$ cat src/fsr_pkg.sv
// package: constants, states and carriers for the flash status polling controller
package fsr_pkg;
   // bus widths of the flash side
   localparam int ADDR_W = 22;
   localparam int DATA_W = 8;
   // status bit positions within the status byte
   localparam int POS_POLLED  = 7;
   localparam int POS_TOGGLE  = 6;
   localparam int POS_TLIMIT  = 5;
   localparam int POS_WINDOW  = 3;
   localparam int POS_SECTOG  = 2;
   // read/write strobe phase length in mclk cycles (25 ns each)
   localparam int STROBE_NS  = 100;
   localparam int CLK_NS     = 25;
   localparam logic [3:0] STROBE_CYC = 4'((STROBE_NS + CLK_NS - 1) / CLK_NS);
   // erase window guard: host must issue added sector erases within this time
   localparam int WINDOW_US  = 50;
   localparam int WINDOW_CYC_I = (WINDOW_US * 1000) / CLK_NS;
   // reset command data byte
   localparam logic [7:0] RESET_CMD = 8'hF0;
   // values after reset
   localparam logic [3:0] CNT_RST = 4'h0;

   // controller states, gray in the order listed
   typedef enum logic [3:0] {
      ST_IDLE  = 4'b0000,
      ST_RD1   = 4'b0001,
      ST_RD2   = 4'b0011,
      ST_RD3   = 4'b0010,
      ST_WIN   = 4'b0110,
      ST_RST   = 4'b0111,
      ST_DONE  = 4'b0101,
      ST_ARRAY = 4'b0100,
      ST_WRC   = 4'b1100
   } fsr_state_e;

   // outcome codes
   typedef enum logic [1:0] {
      RES_OK   = 2'b00,
      RES_FAIL = 2'b01,
      RES_REJ  = 2'b10,
      RES_NONE = 2'b11
   } fsr_result_e;

   // flash pin group driven by the controller
   typedef struct packed {
      logic              ce_n;
      logic              oe_n;
      logic              we_n;
      logic [ADDR_W-1:0] addr;
      logic [DATA_W-1:0] dq_out;
      logic              dq_oe;
   } fsr_pins_s;
endpackage

$ cat src/fsr_poller.sv
// host-side controller that polls flash operation status over the flash pins
`timescale 1ns/1ps
`default_nettype none
module fsr_poller
   import fsr_pkg::*;
(
   input  wire logic              mclk,
   input  wire logic              rst,
   input  wire logic              poll_start,
   input  wire logic              poll_abort,
   input  wire logic              win_check,
   input  wire logic              cmd_valid,
   input  wire logic [ADDR_W-1:0] cmd_addr,
   input  wire logic [DATA_W-1:0] cmd_data,
   input  wire logic              rd_valid,
   input  wire logic [ADDR_W-1:0] user_addr,
   input  wire logic [DATA_W-1:0] dq_in,
   input  wire logic              ready_busy_in,
   output logic                   flash_ce_n,
   output logic                   flash_oe_n,
   output logic                   flash_we_n,
   output logic [ADDR_W-1:0]      flash_addr,
   output logic [DATA_W-1:0]      dq_out,
   output logic                   dq_oe,
   output logic                   busy,
   output logic                   done,
   output logic [1:0]             result,
   output logic [DATA_W-1:0]      rd_data,
   output logic                   window_open,
   output logic                   flash_ready
);
   // whole state of the controller except the input synchronisers
   typedef struct packed {
      fsr_state_e        st;
      logic [DATA_W-1:0] first;     // status byte of the earlier read
      logic [ADDR_W-1:0] addr;      // polled address
      logic              win_pre;   // window flag before an added erase
      logic              restart;   // abort seen, resume from the double read
      logic              busy;
      logic              done;
      fsr_result_e       result;
      logic [DATA_W-1:0] rd_data;
      logic              window_open;
      logic              flash_ready;
   } fsr_ctl_s;

   fsr_ctl_s q;        // registered state
   fsr_ctl_s next_q;   // next state

   // synchronisers for the pin inputs
   logic [DATA_W-1:0] dq_m, dq_s;
   logic              rb_m, rb_s;

   // cycle engine handshake
   logic              cyc_start;
   logic              cyc_write;
   logic [ADDR_W-1:0] cyc_addr;
   logic [DATA_W-1:0] cyc_wdata;
   fsr_pins_s         pins;
   logic [DATA_W-1:0] cyc_rdata;
   logic              cyc_done;
   logic              toggling;    // toggle bit differs between two reads

   ////////////////////////////////////////////////////////////////////////
   // input synchronisers; pins are asynchronous to mclk
   always_ff @(posedge mclk)
   begin
      if (rst)
      begin
         dq_m <= '0;
         dq_s <= '0;
         rb_m <= 1'b1;
         rb_s <= 1'b1;
      end
      else
      begin
         dq_m <= dq_in;
         dq_s <= dq_m;
         rb_m <= ready_busy_in;
         rb_s <= rb_m;
      end
   end

   ////////////////////////////////////////////////////////////////////////
   // bus cycle engine
   fsr_cycle fsr_cycle_i (
      .mclk    (mclk),
      .rst     (rst),
      .start   (cyc_start),
      .write   (cyc_write),
      .addr    (cyc_addr),
      .wdata   (cyc_wdata),
      .dq_sync (dq_s),
      .pins    (pins),
      .rdata   (cyc_rdata),
      .done    (cyc_done)
   );

   assign toggling = cyc_rdata[POS_TOGGLE] ^ q.first[POS_TOGGLE];

   ////////////////////////////////////////////////////////////////////////
   // issue request to the engine from the current state
   always_comb
   begin
      cyc_start = 1'b0;
      cyc_write = 1'b0;
      cyc_addr  = q.addr;
      cyc_wdata = RESET_CMD;
      case (q.st)
         ST_RD1, ST_RD2, ST_RD3, ST_WIN, ST_ARRAY:
            cyc_start = 1'b1;
         ST_RST:
         begin
            cyc_start = 1'b1;
            cyc_write = 1'b1;
         end
         ST_WRC:
         begin
            cyc_start = 1'b1;
            cyc_write = 1'b1;
            cyc_wdata = q.rd_data;
         end
         default:
            cyc_start = 1'b0;
      endcase
      // engine is idle in its done cycle; hold off so no stray cycle starts
      if (cyc_done)
         cyc_start = 1'b0;
   end

   ////////////////////////////////////////////////////////////////////////
   // polling sequence
   always_comb
   begin
      next_q             = q;
      next_q.done        = 1'b0;
      next_q.flash_ready = rb_s;
      case (q.st)
         ST_IDLE:
         begin
            if (poll_start || q.restart)
            begin
               // every poll opens with a fresh double read
               next_q.st      = ST_RD1;
               next_q.restart = 1'b0;
               next_q.busy    = 1'b1;
               if (poll_start)
                  next_q.addr = user_addr;
            end
            else if (cmd_valid)
            begin
               // window flag sampled before an added sector erase
               next_q.st      = ST_WRC;
               next_q.addr    = cmd_addr;
               next_q.rd_data = cmd_data;
               next_q.win_pre = q.window_open;
               next_q.busy    = 1'b1;
            end
            else if (win_check)
            begin
               // optional plain window check, no command before it
               next_q.st      = ST_WIN;
               next_q.win_pre = 1'b0;
               next_q.busy    = 1'b1;
            end
            else if (rd_valid)
            begin
               next_q.st   = ST_ARRAY;
               next_q.addr = user_addr;
               next_q.busy = 1'b1;
            end
         end
         ST_RD1:
            if (cyc_done)
            begin
               next_q.first = cyc_rdata;
               next_q.st    = ST_RD2;
            end
         ST_RD2:
            if (cyc_done)
            begin
               if (poll_abort)
               begin
                  // leaving mid-poll: remember to restart from the top
                  next_q.restart = 1'b1;
                  next_q.busy    = 1'b0;
                  next_q.st      = ST_IDLE;
               end
               else if (!toggling)
               begin
                  next_q.result = RES_OK;
                  next_q.st     = ST_DONE;
               end
               else if (cyc_rdata[POS_TLIMIT])
               begin
                  next_q.first = cyc_rdata;
                  next_q.st    = ST_RD3;
               end
               else
                  next_q.first = cyc_rdata;
            end
         ST_RD3:
            if (cyc_done)
            begin
               if (toggling)
               begin
                  next_q.result = RES_FAIL;
                  next_q.st     = ST_RST;
               end
               else
               begin
                  next_q.result = RES_OK;
                  next_q.st     = ST_DONE;
               end
            end
         ST_RST:
            if (cyc_done)
               next_q.st = ST_DONE;
         ST_WRC:
            if (cyc_done)
               next_q.st = ST_WIN;
         ST_WIN:
            if (cyc_done)
            begin
               // flag high means erase began and further commands are ignored
               next_q.window_open = ~cyc_rdata[POS_WINDOW];
               // rejected only when the window was open before the added erase
               next_q.result      = (cyc_rdata[POS_WINDOW] && q.win_pre) ? RES_REJ : RES_OK;
               next_q.rd_data     = cyc_rdata;
               next_q.st          = ST_DONE;
            end
         ST_ARRAY:
            if (cyc_done)
            begin
               next_q.rd_data = cyc_rdata;
               next_q.result  = RES_NONE;
               next_q.st      = ST_DONE;
            end
         ST_DONE:
         begin
            next_q.done    = 1'b1;
            next_q.busy    = 1'b0;
            next_q.rd_data = (q.result == RES_NONE) ? q.rd_data : q.rd_data;
            next_q.st      = ST_IDLE;
         end
         default:
            next_q.st = ST_IDLE;
      endcase
   end

   ////////////////////////////////////////////////////////////////////////
   // state register
   always_ff @(posedge mclk)
   begin
      if (rst)
      begin
         q             <= '0;
         q.st          <= ST_IDLE;
         q.result      <= RES_OK;
         q.flash_ready <= 1'b1;
      end
      else
         q <= next_q;
   end

   // outputs: engine outputs are flops inside the engine
   assign flash_ce_n  = pins.ce_n;
   assign flash_oe_n  = pins.oe_n;
   assign flash_we_n  = pins.we_n;
   assign flash_addr  = pins.addr;
   assign dq_out      = pins.dq_out;
   assign dq_oe       = pins.dq_oe;
   assign busy        = q.busy;
   assign done        = q.done;
   assign result      = q.result;
   assign rd_data     = q.rd_data;
   assign window_open = q.window_open;
   assign flash_ready = q.flash_ready;
endmodule
`default_nettype wire

$ cat src/fsr_cycle.sv
// single bus cycle engine: one timed read or write strobe on the flash pins
`timescale 1ns/1ps
`default_nettype none
module fsr_cycle
   import fsr_pkg::*;
(
   input  wire logic              mclk,
   input  wire logic              rst,
   input  wire logic              start,
   input  wire logic              write,
   input  wire logic [ADDR_W-1:0] addr,
   input  wire logic [DATA_W-1:0] wdata,
   input  wire logic [DATA_W-1:0] dq_sync,
   output var  fsr_pins_s         pins,
   output logic [DATA_W-1:0]      rdata,
   output logic                   done
);
   // whole state of the engine
   typedef struct packed {
      fsr_pins_s         pins;
      logic [DATA_W-1:0] rdata;
      logic              done;
      logic              busy;
      logic [3:0]        cnt;
   } fsr_cyc_s;

   fsr_cyc_s q;        // registered state
   fsr_cyc_s next_q;   // next state

   ////////////////////////////////////////////////////////////////////////
   // strobe timing
   always_comb
   begin
      next_q      = q;
      next_q.done = 1'b0;
      if (!q.busy && start)
      begin
         // open a cycle: address and strobes together, data driven on writes
         next_q.busy        = 1'b1;
         next_q.cnt         = STROBE_CYC;
         next_q.pins.addr   = addr;
         next_q.pins.ce_n   = 1'b0;
         next_q.pins.oe_n   = write;
         next_q.pins.we_n   = ~write;
         next_q.pins.dq_out = wdata;
         next_q.pins.dq_oe  = write;
      end
      else if (q.busy)
      begin
         if (q.cnt != CNT_RST)
            next_q.cnt = q.cnt - 4'h1;
         else
         begin
            // sample before strobes rise; synced data lags two cycles, covered by width
            if (!q.pins.oe_n)
               next_q.rdata = dq_sync;
            next_q.pins.ce_n  = 1'b1;
            next_q.pins.oe_n  = 1'b1;
            next_q.pins.we_n  = 1'b1;
            next_q.pins.dq_oe = 1'b0;
            next_q.busy       = 1'b0;
            next_q.done       = 1'b1;
         end
      end
   end

   ////////////////////////////////////////////////////////////////////////
   // state register
   always_ff @(posedge mclk)
   begin
      if (rst)
      begin
         q            <= '0;
         q.pins.ce_n  <= 1'b1;
         q.pins.oe_n  <= 1'b1;
         q.pins.we_n  <= 1'b1;
      end
      else
         q <= next_q;
   end

   assign pins  = q.pins;
   assign rdata = q.rdata;
   assign done  = q.done;
endmodule
`default_nettype wire

$ cat config.mk
export PLATFORM = sky130hd
export DESIGN_NAME = fsr_poller
export DESIGN_NICKNAME = d
export VERILOG_FILES = /design/src/fsr_pkg.sv /design/src/fsr_poller.sv /design/src/fsr_cycle.sv
export SDC_FILE = /design/constraint.sdc
export NUM_CORES = 1
export LEC_CHECK = 0
export BUFFER_PORTS_ARGS = -buffer_cell sky130_fd_sc_hd__buf_4
export CORE_ASPECT_RATIO = 0.75
export CORE_UTILIZATION = 50
export DETAILED_ROUTE_END_ITERATION = 6
export PLACE_DENSITY = 0.79
export SLEW_MARGIN = 0
export SYNTH_ARGS = -nofsm -noshare
export SYNTH_HDL_FRONTEND = slang
export SYNTH_SLANG_ARGS = --single-unit
$ cat constraint.sdc
create_clock -name mclk -period 2.5 [get_ports mclk]
set_input_delay 0.125 -clock mclk [delete_from_list [all_inputs] [get_ports mclk]]
set_output_delay 0.125 -clock mclk [all_outputs]
set_load 0.02 [all_outputs]
# Word-level counts from Yosys, hierarchy flattened
# Index checks and enable logic that the tools add are counted.
[word_totals]
in_bits = 68
elab_cells = 153
regBits = 115
[op_classes]
addsub = 1
eq_ne = 27
reduce_logical = 33
n_mux = 58
bitwise = 8
[op_table]
columns = ["op", "n"]
rows = [
  ["$mux W22", 4],
  ["$mux W8", 6],
  ["$mux W4", 11],
  ["$mux W12", 2],
  ["$pmux W4 S6", 1],
  ["$pmux W8 S3", 1],
  ["$mux W23", 1],
  ["$mux W11", 2],
  ["$eq A4 B3 Y1 const B", 4],
  ["$mux W2", 8],
  ["$ne A2 B1 Y1 const B", 8],
  ["$ne A2 B2 Y1 const B", 8],
  ["$reduce_and A4 Y1", 4],
  ["$mux W15", 1],
  ["$pmux W7 S2", 1],
  ["$reduce_and A7 Y1", 2],
  ["$mux W1", 12],
  ["$mux W10", 1],
  ["$reduce_and A5 Y1", 2],
  ["$reduce_bool A2 Y1", 5],
  ["$mux W3", 3],
  ["$reduce_bool A3 Y1", 3],
  ["$eq A4 B2 Y1 const B", 2],
  ["$pmux W2 S4", 1],
  ["21 further kinds", 34],
]

# Logic depth before layout (Yosys ltp)
# Gate-level depths: netlist (run 1).
[logic_depth]
ltp_word = 7
depth_mapped = 8
ltp_nobuf = 7

# Cells and area by module
# From an unflattened synthesis (run 1), not the netlist that was laid out.
[unflattened]
hier_cells = 561
hier_area_um2 = 5069.9
[modules_own_cells]
columns = ["module", "cells_each", "area_per_inst_um2", "n_inst"]
rows = [
  ["fsr_poller", 305, 2974.1, 1],
  ["fsr_cycle", 256, 2095.8, 1],
]

# Worst setup path before layout (run 1)
# Ideal clock, no wire load.
[synth_timing]
path_kind = "register -> register"
from = "register fsr_cycle_i.q[0] (netlist name)"
to = "register fsr_cycle_i.q, in the netlist fsr_cycle_i.rdata[0]"
setup_time_ns = 0.128
synth_period_minus_slack_ns = 1.675
arrival_time_ns = 1.548
stages_incl_launch_ff = 8
setup_slack_ns = 0.825
path_buffers = 0
path_cell_list = "dfxtp_1 inv_1 ha_1 nor3b_1 nand2_1 nor2_2 mux2i_1 nor2_1"
[synth_via]
elab_chain_len = 3
[synth_rtl]
columns = ["element", "line_no", "text"]
rows = [
  ["from (decl)", "fsr_cycle.sv:27", "fsr_cyc_s q;"],
  ["from (signal assigned)", "fsr_cycle.sv:79", "q <= next_q;"],
  ["$reduce_bool A4 Y1", "fsr_cycle.sv:50", "if (q.cnt != CNT_RST)"],
  ["$not A1 Y1 (no source line)", "n/a", ""],
  ["$reduce_and A4 Y1 (no source line)", "n/a", ""],
]
# No other way between the ends.
# A chain may end at the register's enable or synchronous reset.

# Worst setup path after layout (run 1)
[layout_timing]
from = "register q[46] (netlist name)"
to = "register fsr_cycle_i.pins[19] (netlist name)"
[layout_via]
elab_chain_len = 5
word_cells_on_any_way = 11
[layout_rtl]
columns = ["element", "line_no", "text"]
rows = [
  ["from (decl)", "fsr_poller.sv:47", "fsr_ctl_s q;"],
  ["from (signal assigned)", "fsr_poller.sv:263", "q <= next_q;"],
  ["$eq A4 B2 Y1 (tied with other cells)", "fsr_poller.sv:109", "case (q.st)"],
  ["$reduce_or A7 Y1 (no source line) *", "n/a", ""],
  ["$mux W1 *", "fsr_poller.sv:109", ""],
  ["$mux W1 *", "fsr_poller.sv:127", "if (cyc_done)"],
  ["$logic_and A1 B1 Y1 *", "fsr_cycle.sv:36", "if (!q.busy && start)"],
]
# Every way passes the cells marked *; elsewhere a longest branch is shown, timed or not.

==> out/metrics.yaml, run 1 <==
setup_path:
  required_ns: 2.71
  r2r_cells: 6
  criticalPathCategory: "register to register"
  rr_startpoint: "q[46]"
  worstPathArrival_ns: 2.29
  end_kind: "register"
  rrSetupSlack_ns: 0.42
  startpoint_type: "register"
  crit_fanout: 24
  regToRegEndpoint: "fsr_cycle_i.pins[19]"
clock_network:
  cts_root_buf: "clkbuf_16"
  h-tree-depth: 3
  cts.sinks: 109
  worstSkewPairLatency_ns: 0.34
  cts_tree: "built"
  clk_path_buf_depth: 2
  clkTransAtPathRegs_ns: 0.07
  numCtsBuffers: 9
placed_design:
  place_area_um2: 5300
  gp_congestion: 0.843
  io_buffers: 115
  place_hpwl_mm: 6.95
  pre_cts_ws_ns: 0.455
routing:
  ant_nets: 0
  post-route-drc-count: 0
  drtIter0Drc: 360
  routed-via-count: 3797
  vias_per_cell: 5.19
  drt-total-wl_mm: 9.84
  drt_pass1_iterations: 5
  wire_per_inst_um: 13.4
global_route:
  grt-ovfl-total: 0
  grt_pass1_wl_mm: 15.8
  grt_use_total: 0.203
  grt_max_degree: 73
  first_global_vias: 3375
  antenna_found_initial: 0
pwr:
  power.leakage_nw: 2.27
  powerDensity_nw_per_um2: 1090
  ir_drop_mv: 0.592
  finalPower_mw: 6.19
sta:
  maxSlewViolCount: 0
  rsz0062_at_grt: "no"
  max_slew_margin: 0.538
  period_needed_ns: 2.08
  fmax_mhz: 480
  hold_viol_final: 0
  clock_skew_ns: 0.00693
  fin_tns_setup_ns: 0
  setup_viol: 0
  holdWs_ns: 0.00824
  final.period_utilization: 0.833
  fin_ws_ns: 0.417
  tightestPinTransition_ns: 0.692
floorplan:
  start_util: 0.518
  num_rows: 30
  coreArea_um2: 9080
  die_y_um: 86.0
  dieArea_um2: 9800
  die_w_um: 114
  io_pins: 116
yosys:
  synth_cells: 536
  syn_area_um2: 4700
  synth_common_cells: "dfxtp_1, nand2_1, nor2_1, a21oi_1, buf_4"
  synthTopCellsByArea: "dfxtp_1, buf_4, mux2i_1, nand2_1, a21oi_1"
  synth-seq-cells: 109
  synth_enable_flop_cells: 0
  ys_seq_area_frac: 0.464
  yosysWarnings: 0
  synth_ff_type: "dfxtp_1"
  yosysMostFrequentCell: "dfxtp_1"
  synth.net_count: 605
  async_flop_share: 0
  synth_top_cell_area_share: 0.464
  yosys.cell_types.count: 50
  post-synth-top-area-cell: "dfxtp_1"
  syn_area_per_cell_um2: 8.77
worst_hold_path:
  hold_path_depth: 2
  min_to: "dq_m[2]"
  hp-class: "primary input to register"
  hp-start: "dq_in[2]"
layout:
  drive_gt1_frac: 0.252
  area_growth_pct: 20.8
  antenna_cells: 0
  final_area_um2: 5680
  num-nets-final: 668
run:
  drv_cap: 0
outcome:
  status: "complete, no violations"
## layout by cell type (no fill, tap or decap), types with 3 or more instances in the layout
| cell type | n |
|---|---|
| buf_4 | 121 |
| dfxtp_1 | 109 |
| nand2_1 | 68 |
| nor2_1 | 58 |
| a21oi_1 | 44 |
| mux2i_1 | 33 |
| a211oi_1 | 23 |
| nor2b_1 | 22 |
| nand3_1 | 16 |
| nor3_1 | 14 |
| a311oi_1 | 10 |
| clkbuf_16 | 9 |
| nand2b_1 | 8 |
| o21ai_0 | 8 |
| dlygate4sd3_1 | 7 |
| inv_1 | 4 |
| xnor2_1 | 3 |
| or2_2 | 3 |
| clkinvlp_4 | 3 |
## registers in the layout, summed over array words and instances (netlist names)
name and cells:
rb_m 1, window_open 1, busy 1, rd_data 8, q 7, fsr_cycle_i.done 1
flash_ready 1, result 2, fsr_cycle_i.rdata 8, cyc_addr 22, rb_s 1, fsr_cycle_i.q 5
dq_m 8, fsr_cycle_i.pins 34, dq_s 8, done 1
## worst max-delay path: stages (launching register included)
cell and delay [ns]:
dfxtp_1 0.69, nor2b_1 0.24, o21ai_2 0.10, a211o_1 0.46, buf_4 0.29, nand2_1 0.10
a21oi_1 0.07
## metal layers
metal | vias up | part of all wire | track usage
met3 | 6 | 0.056 | 0.0551
met5 | - | 0 | 0
li1 | 1931 | - | -
met2 | 106 | 0.46 | 0.314
met4 | 0 | 0.0053 | 0.0425
met1 | 1754 | 0.48 | 0.283
## through the flow
step,std cells,util
global placement,709,0.583
floorplan,536,-
global route,732,0.625
CTS,732,0.625
detailed placement,709,0.583
finish,732,0.625
## report_power, final
part | leakage [nW] | internal, mW | switching, mW
logic | 1.23 | 0.900 | 1.38
clock network | 0.142 | 0.792 | 0.642
registers | 0.893 | 2.16 | 0.315
total | 2.27 | 3.85 | 2.34
## layout make-up
type,count,area [µm²]
clock inverters,7,83.8
well taps,128,160
fillers,807,3410
multi-input cells,347,2030
flip-flops and latches,109,2180
inverters,4,15.0
repair buffers,128,978
clock buffers,9,225
## how the worst max path moves through the flow
stage / slack (ns) / cells past startpoint / start / to
after floorplan: 0.82 / 7 / fsr_cycle_i.q[0] / fsr_cycle_i.rdata[0]
after global placement: 0.52 / 6 / q[46] / fsr_cycle_i.pins[29]
after detailed placement: 0.45 / 6 / q[46] / fsr_cycle_i.pins[29]
after CTS: 0.42 / 6 / q[46] / fsr_cycle_i.pins[19]
after global routing: 0.24 / 6 / q[48] / fsr_cycle_i.pins[28]
final: 0.42 / 6 / q[46] / fsr_cycle_i.pins[19]
## repair_timing
item | 4_1_cts | 5_1_grt
gates resized for setup | 0 | 0
buffers inserted | 0 | 0
hold buffers | 7 | 0
endpoints found under the hold margin | 7 | 0
## cells by family (layout without fill, tap and decap cells)
group,Yosys count,after routing,synth area share
compound gates,99,99,0.139
xor+xnor,5,5,0.00932
fa+ha+maj,1,1,0.00266
buf+inv,80,148,0.105
flops,109,109,0.464
mux,34,34,0.0726
simple gates,208,208,0.208
(Power assumes the default switching activity.)
==> run 2: changes to the inputs <==
==> constraint.sdc (replaced) <==
create_clock -name mclk -period 2.05 [get_ports mclk]
set_input_delay 0.1025 -clock mclk [delete_from_list [all_inputs] [get_ports mclk]]
set_output_delay 0.1025 -clock mclk [all_outputs]
set_load 0.02 [all_outputs]
==> run 2 against run 1 <==
  * Setup slack worse by 0.21 ns
  * Core utilization is 1.6 points higher
  * Cell count is 1.9% higher
  * Final area is 2.5% higher
  * Clock power is 31% higher
  * Routed wire length is 1.5% higher
  * Worst hold slack better by 0.015 ns
  * Clock skew is 0.00097 ns higher
  * Flip-flop and latch count stayed put
  * First-iteration DRC count is 32% lower
  * Non-clock buffer count is 14 higher
  * Critical endpoint is now q[46]
==> out/metrics.yaml, run 2 (synthesis results as in run 1) <==
layout:
  antenna_cells: 0  # unchanged
  layout_common_cells: "buf_4, dfxtp_1, nand2_1"
  largest_reg_flops: 34  # unchanged
  drive_gt1_frac: 0.269  # +0.0170
  seq_area_um2: 2180  # about the same
  num-nets-final: 682  # +2.1%
  nFillCells: 777  # -3.7%
  top_register: "fsr_cycle_i.pins"
  layout_commonest_cell: "buf_4"
  area_growth_pct: 23.8
  multi_input_area_um2: 2030  # unchanged
global_route:
  grt_max_degree: 45  # -38%
  first_global_vias: 3394  # +0.56%
  grt_pass1_wl_mm: 16.4  # +3.3%
  grt_use_total: 0.209  # +0.00673
  antenna_found_initial: 0  # unchanged
  grt-ovfl-total: 0  # unchanged
routing:
  vias_per_cell: 5.13  # -1.1%
  ant_nets: 0  # unchanged
  drt-total-wl_mm: 9.99  # +1.5%
  routed-via-count: 3826  # +0.76%
  post-route-drc-count: 0  # unchanged
  wire_per_inst_um: 13.4  # -0.41%
  drt_pass1_iterations: 4  # -1
  drtIter0Drc: 245  # -32%
sta:
  maxSlewViolCount: 0  # unchanged
  period_needed_ns: 1.84  # -0.242 ns
  rsz0062_at_grt: "no"
  setup_viol: 0  # unchanged
  max_slew_margin: 0.717  # +0.179
  fin_tns_setup_ns: 0  # unchanged
  clock_skew_ns: 0.00790  # +0.000969 ns
  hold_viol_final: 0  # unchanged
  fmax_mhz: 543  # +13%
  final.period_utilization: 0.898  # +0.0650
  tightestPinTransition_ns: 0.421  # -0.272 ns
worst_hold_path:
  hp-class: "primary input to register"
clock_network:
  cts_setup_buffers: 0  # unchanged
  numCtsBuffers: 9  # unchanged
  h-tree-depth: 3  # unchanged
  worstSkewPairLatency_ns: 0.34  # about the same
  cts_root_buf: "clkbuf_16"
  cts.sinks: 109  # unchanged
  cts_tree: "built"
  clkTransAtPathRegs_ns: 0.07  # about the same
  clk_path_buf_depth: 2  # unchanged
floorplan:
  dieArea_um2: 9800  # unchanged
  num_rows: 30  # unchanged
  coreArea_um2: 9080  # unchanged
  start_util: 0.518  # unchanged
  die_w_um: 114  # unchanged
  die_y_um: 86.0  # unchanged
  io_pins: 116  # unchanged
setup_path:
  end_kind: "register"
  criticalPathCategory: "register to register"
  required_ns: 2.31  # -0.40 ns
  worstPathArrival_ns: 2.10  # -0.19 ns
  crit_fanout: 9  # -63%
  startpoint_type: "register"
pwr:
  power.leakage_nw: 2.36  # +4.0%
  ir_drop_mv: 0.711  # +20%
  powerDensity_nw_per_um2: 1350  # +24%
  finalPower_mw: 7.88  # +27%
run:
  drv_cap: 0  # unchanged
placed_design:
  gp_congestion: 0.847  # +0.50%
  io_buffers: 115  # unchanged
  place_hpwl_mm: 7.29  # +4.8%
outcome:
  status: "complete, no violations"
run 2: cell types whose count changed in the layout (fill, tap and decap cells not counted):
cell           change
buf_4             +12
clkinvlp_4         -2
inv_6              +2
buf_12             +1
bufinv_16          +1
dfxtp_1            -1
dfxtp_2            +1
dlygate4sd3_1      +1
inv_8              -1
run 2: layout make-up:
| class | instances | share of cell area |
|---|---|---|
| clock buffer | 9 | 0.0387 |
| clock inverter | 7 | 0.0181 |
| inverter | 4 | 0.00258 |
| multi-input combinational | 347 | 0.349 |
| sequential | 109 | 0.375 |
| tap | 128 | 0.0275 |
| timing repair buffer | 142 | 0.189 |
run 2: metal layers:
layer  share of wire  GRT usage
met1            0.46      0.289
met2            0.46      0.332
met3           0.063     0.0403
met4           0.011     0.0649
met5               0          0
run 2: repair_timing:
item | in CTS | in global routing
hold buffers | 8 | 0
setup endpoints to repair | 0 | 4
resized for setup | 0 | 1
hold endpoints to repair | 8 | 0
run 2: path summary, 6_finish.rpt:
path                            depth (start not counted)      end     start  slack [ns]
worst max register to register                          5    q[46]     q[49]        0.21
worst min-delay path                                    2  dq_m[2]  dq_in[2]        0.02
worst max-delay path                                    5    q[46]     q[49]        0.21
worst min register to register                          1     rb_s      rb_m        0.41
run 2: power by group:
group	switching, mW	internal (mW)
Clock	0.779	1.09
Sequential	0.368	2.63
Combinational	1.74	1.27
run 2: per-stage QoR:
stage | worst slack, ns | cells | util | area (µm²) | hold slack, ns
after detailed placement | 0.200 | 722 | 0.595 | 5410 | 0.294
after CTS | 0.191 | 746 | 0.641 | 5820 | 0.0271
after global routing | 0.0206 | 746 | 0.641 | 5820 | 0.0289
after floorplan | 0.375 | 536 | - | 4700 | 0.206
after global placement | 0.241 | 722 | 0.595 | 5410 | 0.287
final | 0.209 | 746 | 0.641 | 5820 | 0.0231
run 2: worst max-delay path, stage by stage (launching register included):
cell,delay (ns)
dfxtp_1,0.55
nor2_1,0.18
and3_1,0.23
a31o_2,0.25
or4_1,0.49
o21ai_0,0.07
